**src/verilog/cmpb_pkg.sv**
```systemverilog
package cmpb_pkg;
    localparam logic [7:0] CMPB_CONTROL_ADDR = 8'h9a;
    localparam logic [7:0] CMPB_MODE_ADDR    = 8'h9c;
    localparam logic [7:0] CMPB_CONTROL_RST  = 8'h00;
    localparam logic [7:0] CMPB_MODE_RST     = 8'h02;
    localparam int CTL_ENABLE_BIT = 7;
    localparam int CTL_OUT_BIT    = 6;
    localparam int CTL_RISE_BIT   = 5;
    localparam int CTL_FALL_BIT   = 4;
    localparam int MD_RISE_IE_BIT = 5;
    localparam int MD_FALL_IE_BIT = 4;
    localparam logic [7:0] MODE_WR_MASK = 8'h33;
    localparam logic [7:0] MODE_RESV_MASK = 8'hcc;
    localparam int CTL_PHYST_LSB  = 2;
    localparam int CTL_NHYST_LSB  = 0;
    localparam int MD_SPEED_LSB   = 0;
endpackage

```
**src/verilog/cmpb_ctrl.sv**
```systemverilog
`timescale 1ns/1ns
// Overview of operation
// RULE1: Mode bit 7 reads zero; software writes zero there.
// RULE2: Mode bit 6 reads zero and ignores writes.
// RULE3: Mode bit 5 enables the rising-edge interrupt.
// RULE4: Mode bit 4 enables the falling-edge interrupt.
// RULE5: Mode bits 3 and 2 read zero and ignore writes.
// RULE6: Mode bits 1 to 0 select response/power, driven to the comparator.
// RULE7: Mode register resets to 0x02.
// RULE8: Control bit 7 enables the comparator.
// RULE9: Control bit 6 is read-only synchronised comparator output.
// RULE10: Control bit 5 sets on each rising output edge until cleared.
// RULE11: Control bit 4 sets on each falling output edge until cleared.
// RULE12: Control bits 3 to 2 give positive hysteresis code to the comparator.
// RULE13: Control bits 1 to 0 give negative hysteresis code to the comparator.
// RULE14: Control register resets to 0x00.
// RULE15: Interrupt request when a flag and its enable are both set.
// RULE16: Comparator output is synchronised before edge detection.
module cmpb_ctrl (
    input  wire logic       mclk,
    input  wire logic       rst_n,
    input  wire logic [7:0] sfr_addr,
    input  wire logic       sfr_wr,
    input  wire logic [7:0] sfr_wdata,
    input  wire logic       sfr_rd,
    output logic      [7:0] sfr_rdata,
    input  wire logic       cmp_raw_out,
    output logic            cmp_b_enable,
    output logic      [1:0] cmp_b_speed_sel,
    output logic      [1:0] cmp_b_pos_hyst,
    output logic      [1:0] cmp_b_neg_hyst,
    output logic            cmp_b_irq
);
    logic [7:0] mode;
    logic [7:0] next_mode;
    logic       en;
    logic       next_en;
    logic [1:0] pos_hyst;
    logic [1:0] next_pos_hyst;
    logic [1:0] neg_hyst;
    logic [1:0] next_neg_hyst;
    logic       rise_f;
    logic       next_rise_f;
    logic       fall_f;
    logic       next_fall_f;
    logic [2:0] sync;
    logic [2:0] next_sync;
    logic [7:0] next_rdata;
    logic       next_irq;
    logic       next_enable_out;
    logic [1:0] next_speed_out;
    logic [1:0] next_pos_out;
    logic [1:0] next_neg_out;
    logic       wr_ctl;
    logic       wr_md;
    logic       rd_ctl;
    logic       rd_md;
    logic       out_state;
    logic       prev_state;
    logic       rise_ev;
    logic       fall_ev;
    logic [7:0] ctl_view;

    always_comb begin
        wr_ctl = sfr_wr && (sfr_addr == cmpb_pkg::CMPB_CONTROL_ADDR);
        wr_md  = sfr_wr && (sfr_addr == cmpb_pkg::CMPB_MODE_ADDR);
        rd_ctl = sfr_rd && (sfr_addr == cmpb_pkg::CMPB_CONTROL_ADDR);
        rd_md  = sfr_rd && (sfr_addr == cmpb_pkg::CMPB_MODE_ADDR);
    end

    // The chain keeps shifting through reset, so it holds the real level when reset ends.
    always_comb begin
        next_sync  = {sync[1:0], cmp_raw_out}; // RULE16
        out_state  = sync[1];
        prev_state = sync[2];
        rise_ev    = out_state && !prev_state; // RULE16
        fall_ev    = !out_state && prev_state; // RULE16
    end

    always_ff @(posedge mclk) begin
        sync <= next_sync; // RULE16
    end

    always_comb begin
        next_mode = mode;
        if (wr_md) begin
            next_mode = sfr_wdata & cmpb_pkg::MODE_WR_MASK; // RULE1 RULE2 RULE5
        end
    end

    always_ff @(posedge mclk) begin
        if (!rst_n) begin
            mode <= cmpb_pkg::CMPB_MODE_RST; // RULE7
        end else begin
            mode <= next_mode;
        end
    end

    always_comb begin
        next_en       = en;
        next_pos_hyst = pos_hyst;
        next_neg_hyst = neg_hyst;
        if (wr_ctl) begin
            next_en       = sfr_wdata[cmpb_pkg::CTL_ENABLE_BIT]; // RULE8
            next_pos_hyst = sfr_wdata[cmpb_pkg::CTL_PHYST_LSB +: 2]; // RULE12
            next_neg_hyst = sfr_wdata[cmpb_pkg::CTL_NHYST_LSB +: 2]; // RULE13
        end
    end

    always_ff @(posedge mclk) begin
        if (!rst_n) begin
            en       <= cmpb_pkg::CMPB_CONTROL_RST[cmpb_pkg::CTL_ENABLE_BIT]; // RULE14
            pos_hyst <= cmpb_pkg::CMPB_CONTROL_RST[cmpb_pkg::CTL_PHYST_LSB +: 2]; // RULE14
            neg_hyst <= cmpb_pkg::CMPB_CONTROL_RST[cmpb_pkg::CTL_NHYST_LSB +: 2]; // RULE14
        end else begin
            en       <= next_en;
            pos_hyst <= next_pos_hyst;
            neg_hyst <= next_neg_hyst;
        end
    end

    // An edge in the same cycle as a software clear wins, so no event is lost.
    always_comb begin
        next_rise_f = rise_f;
        next_fall_f = fall_f;
        if (wr_ctl) begin
            next_rise_f = sfr_wdata[cmpb_pkg::CTL_RISE_BIT];
            next_fall_f = sfr_wdata[cmpb_pkg::CTL_FALL_BIT];
        end
        if (rise_ev) begin
            next_rise_f = 1'b1; // RULE10
        end
        if (fall_ev) begin
            next_fall_f = 1'b1; // RULE11
        end
    end

    always_ff @(posedge mclk) begin
        if (!rst_n) begin
            rise_f <= cmpb_pkg::CMPB_CONTROL_RST[cmpb_pkg::CTL_RISE_BIT]; // RULE14
            fall_f <= cmpb_pkg::CMPB_CONTROL_RST[cmpb_pkg::CTL_FALL_BIT]; // RULE14
        end else begin
            rise_f <= next_rise_f;
            fall_f <= next_fall_f;
        end
    end

    always_comb begin
        ctl_view = 8'h00;
        ctl_view[cmpb_pkg::CTL_ENABLE_BIT]       = en;
        ctl_view[cmpb_pkg::CTL_OUT_BIT]          = out_state; // RULE9
        ctl_view[cmpb_pkg::CTL_RISE_BIT]         = rise_f;
        ctl_view[cmpb_pkg::CTL_FALL_BIT]         = fall_f;
        ctl_view[cmpb_pkg::CTL_PHYST_LSB +: 2]   = pos_hyst;
        ctl_view[cmpb_pkg::CTL_NHYST_LSB +: 2]   = neg_hyst;
        next_rdata = 8'h00;
        if (rd_ctl) begin
            next_rdata = ctl_view;
        end else if (rd_md) begin
            next_rdata = mode & cmpb_pkg::MODE_WR_MASK; // RULE1 RULE2 RULE5
        end
    end

    always_ff @(posedge mclk) begin
        if (!rst_n) begin
            sfr_rdata <= 8'h00;
        end else begin
            sfr_rdata <= next_rdata;
        end
    end

    always_comb begin
        next_irq = (next_rise_f && next_mode[cmpb_pkg::MD_RISE_IE_BIT]) // RULE3 RULE15
                || (next_fall_f && next_mode[cmpb_pkg::MD_FALL_IE_BIT]); // RULE4 RULE15
        next_enable_out = next_en; // RULE8
        next_speed_out  = next_mode[cmpb_pkg::MD_SPEED_LSB +: 2]; // RULE6
        next_pos_out    = next_pos_hyst; // RULE12
        next_neg_out    = next_neg_hyst; // RULE13
    end

    always_ff @(posedge mclk) begin
        if (!rst_n) begin
            cmp_b_irq       <= 1'b0;
            cmp_b_enable    <= cmpb_pkg::CMPB_CONTROL_RST[cmpb_pkg::CTL_ENABLE_BIT];
            cmp_b_speed_sel <= cmpb_pkg::CMPB_MODE_RST[cmpb_pkg::MD_SPEED_LSB +: 2];
            cmp_b_pos_hyst  <= cmpb_pkg::CMPB_CONTROL_RST[cmpb_pkg::CTL_PHYST_LSB +: 2];
            cmp_b_neg_hyst  <= cmpb_pkg::CMPB_CONTROL_RST[cmpb_pkg::CTL_NHYST_LSB +: 2];
        end else begin
            cmp_b_irq       <= next_irq;
            cmp_b_enable    <= next_enable_out;
            cmp_b_speed_sel <= next_speed_out;
            cmp_b_pos_hyst  <= next_pos_out;
            cmp_b_neg_hyst  <= next_neg_out;
        end
    end
endmodule

```
**config.mk**
```make
export PLATFORM = sky130hd
export DESIGN_NAME = cmpb_ctrl
export DESIGN_NICKNAME = d
export VERILOG_FILES = /design/src/verilog/cmpb_pkg.sv /design/src/verilog/cmpb_ctrl.sv
export SDC_FILE = /design/constraint.sdc
export NUM_CORES = 1
export LEC_CHECK = 0
export ABC_AREA = 1
export BUFFER_PORTS_ARGS = -buffer_cell sky130_fd_sc_hd__buf_2
export CAP_MARGIN = 25
export CELL_PAD_IN_SITES_DETAIL_PLACEMENT = 1
export CELL_PAD_IN_SITES_GLOBAL_PLACEMENT = 2
export CORE_MARGIN = 3
export CORE_UTILIZATION = 27
export DETAILED_ROUTE_END_ITERATION = 10
export GPL_ROUTABILITY_DRIVEN = 0
export PLACE_DENSITY_LB_ADDON = 0.1
export SYNTH_ARGS = -nofsm -noshare
export SYNTH_HDL_FRONTEND = slang
export SYNTH_SLANG_ARGS = --single-unit
```
**constraint.sdc**
```tcl
create_clock -name mclk -period 1.55 [get_ports mclk]
set_clock_uncertainty 0.05 [all_clocks]
set_input_delay 0.2325 -clock mclk [delete_from_list [all_inputs] [get_ports mclk]]
set_output_delay 0.2325 -clock mclk [all_outputs]
set_load 0.005 [all_outputs]
```
==> results.md <==
* Status: completed
* Family with the most delay on the worst path: flip-flops
* Share of the synthesized area in the top cell type at 0.502
* Crit Path Max Fanout at 3
* Clock Sinks at 23
* # nets final at roughly 170
* Sum of buffers and inverters on the critical path at 1
* Critical path data arrival time at 810 ps
* Period utilization at 0.707
* Cell variety after synth at 19
* Synth warn at 0
* Synthesized netlist net count at 135
* Post-CTS setup buffer count at 0
* CTS root buffer: clkbuf_4
* DRT iter0 DRCs at 28
* Class of the most critical hold timing path: in -> reg
* Inserted Clock Buffers at 3
* Fraction of layout cells with a size suffix above 1 at 0.342
* DRC at 0
* Initial core utilization at 0.291
* Reported leakage power at 0.555 nW
* Post-route antenna net violation count at 0
* TritonCTS clock tree: done
* Standard cell area after detailed placement at 1120 um^2
* Maximum number of pins on one net before global-route repair at 14
* Sequential fraction of the synthesis area at 0.502
* Post-Route Hold Slack at 109 ps
* Count of pins on the block boundary at 37
* Post-Synth XOR/XNOR Area at 0
* Req. time, crit path at 1270 ps
* Ordered cell list for the critical path: buf_2
* Power density over the cells at about 830 nW/um^2
* Worst-case setup slack after placement at about 140 ps
* Insertion delay to the later sink of the worst-skew pair at 300 ps
* Number of storage elements in the synthesis netlist at 23
* Total power after layout at around 0.95 mW
* Most frequent cells after synthesis: 23 x dfxtp_1, 21 x nand2_1, 15 x nand3_1
* Count of port buffers added during placement at 35
* Final design instance area without fill at 1150 um^2
* Cell count after synthesis at 114
* Peak supply drop at 0.000397 V
* Layout overhead on the synthesized area at 25.9%
* Leading cell types by total area after synthesis: dfxtp_1 50%, nand2_1 8.6%, nand3_1 8.2%
* Startpoint class of the critical path: flop
* Antenna fix cells at 0
* Global routing met1 resource utilization at 0.134
* Routed len/inst at 11.1 um
* Die W at 64.3 um
* Total Die Area at 4130 um^2
* Busiest layer in global routing: met2
* Combined area of all synthesized cells at a little over 900 um^2
* Vias at 846
* Cell with the largest stage delay on the worst path: dfxtp_1
* Vertical die dimension at 64.3 um
* Max clock buf depth at 2
* Deepest level of the CTS H-tree at 1
* Wire length of the first global-routing pass at 3.88 mm
* Synth area leader: dfxtp_1
* Post-synthesis share of cell area spent on full adders, half adders and majority gates at 0
* Most common cell in the synthesized netlist: dfxtp_1
* Multiplexer share of the synthesized area at 0
* Standard-cell rows at 20
* Final WL at 2.14 mm
* F_max at ~910 MHz
* Met2 GRT Util at 0.215
* Grt met3 use at 0.0369
* Length of the first detailed-routing pass in iterations at 2
* Post-cts gate resize count at 0
* Detailed placer's ending HPWL at 1.69 mm
* Min setup slack post-route at 455 ps
* Per-cell via count in the routed design at between 4 and 5
* Number of antenna violations at the first check in global routing at 0
* Tightest Pin Transition at 279 ps
* Final hold violation count at 0
* GRT Resource Usage Total at 0.120
* Post-layout minimum cycle time at about 1100 ps
* RSZ-0062 raised after global routing: false
* Total instance count after detailed placement at roughly 190
* Setup Total Neg Slack at 0 ps
* Main synth FF type: dfxtp_1
* Synthesized-area fraction occupied by ao, oa, aoi and oai cells at 0.0900
* Clock-pin slew reported for the worst setup and hold paths after clock tree synthesis at 130 ps
* Largest stage delay on the critical path at around 380 ps
* Critical Path Sink Type: output port
* Pins Over Slew Limit at 0
* Number of setup violations in the final report at 0
* Overflow left after global routing at 0
* Number of global-route vias before repair at 888
* Final core occ at 0.366
* Count of maximum capacitance violations at 0
* Post-Synthesis Mean Instance Area at 8.05 um^2
* Max_slew headroom at 0.814
* Non-filler cells in the finished layout at 193
* Post-synth ARST share at 0
* Worst setup path class: reg -> out
* EDFF count, synth at 0
* Simple-gate area share of the yosys netlist at 0.308
* Floorplan core area at roughly 3200 um^2
* Combinational family with the most area after synthesis: simple AND/OR/NAND/NOR gates
final cells by class:
cell class,instances,area (um^2)
Clock buffer,3,22.5
Clock inverter,1,5.00
Fill cell,411,2000
Inverter,16,61.3
Multi-Input combinational cell,70,365
Sequential cell,23,460
Tap cell,44,55.1
Timing Repair Buffer,36,185
cell usage in the layout (no fill, tap or decap), types with 2 or more instances in the layout:
| master | synthesis | final |
|---|---|---|
| buf_2 | 0 | 35 |
| dfxtp_1 | 23 | 23 |
| nand2_1 | 21 | 21 |
| nand3_1 | 15 | 15 |
| inv_1 | 14 | 14 |
| a21oi_1 | 9 | 9 |
| nor2_1 | 7 | 7 |
| o21ai_1 | 5 | 5 |
| nor2_2 | 3 | 3 |
| clkbuf_4 | 0 | 3 |
| nor2_4 | 2 | 2 |
| nand3_2 | 2 | 2 |
| o22ai_1 | 2 | 2 |
| clkinv_2 | 1 | 2 |
state kept, by name, summed over array words and instances, names as in the netlist:
signal,count
sfr_rdata,8
mode,4
sync,3
cmp_b_neg_hyst,2
cmp_b_pos_hyst,2
cmp_b_enable,1
cmp_b_irq,1
fall_f,1
rise_f,1
repair_timing:
item / 4_1_cts / 5_1_grt
setup endpoints to repair: 0 / 0
hold buffers: 1 / 0
endpoints found under the hold margin: 1 / 0
final timing paths:
kind / cells past startpoint / from / to / slack, ps
worst max register to register: 5 / sync[1] / cmp_b_irq / 540
worst max-delay path: 1 / mode[1] / cmp_b_speed_sel[1] / 450
worst min-delay path: 3 / sfr_wdata[1] / mode[1] / 110
worst min register to register: 0 / sync[0] / sync[1] / 290
cells by family after synthesis:
group / Yosys count
AND/OR/NAND/NOR: 54
flip-flops: 23
buffers and inverters: 21
AO/OA/AOI/OAI: 16
routing by layer:
layer	vias to the layer above	part of all wire
met5	-	0
met4	0	0.013
met3	4	0.070
met2	26	0.47
met1	383	0.44
li1	433	-
power by group:
group	switching [mW]	internal (mW)
clock network	0.177	0.0963
registers	0.00362	0.599
logic	0.0453	0.0317
No activity file was read; power rests on OpenSTA's default activity.
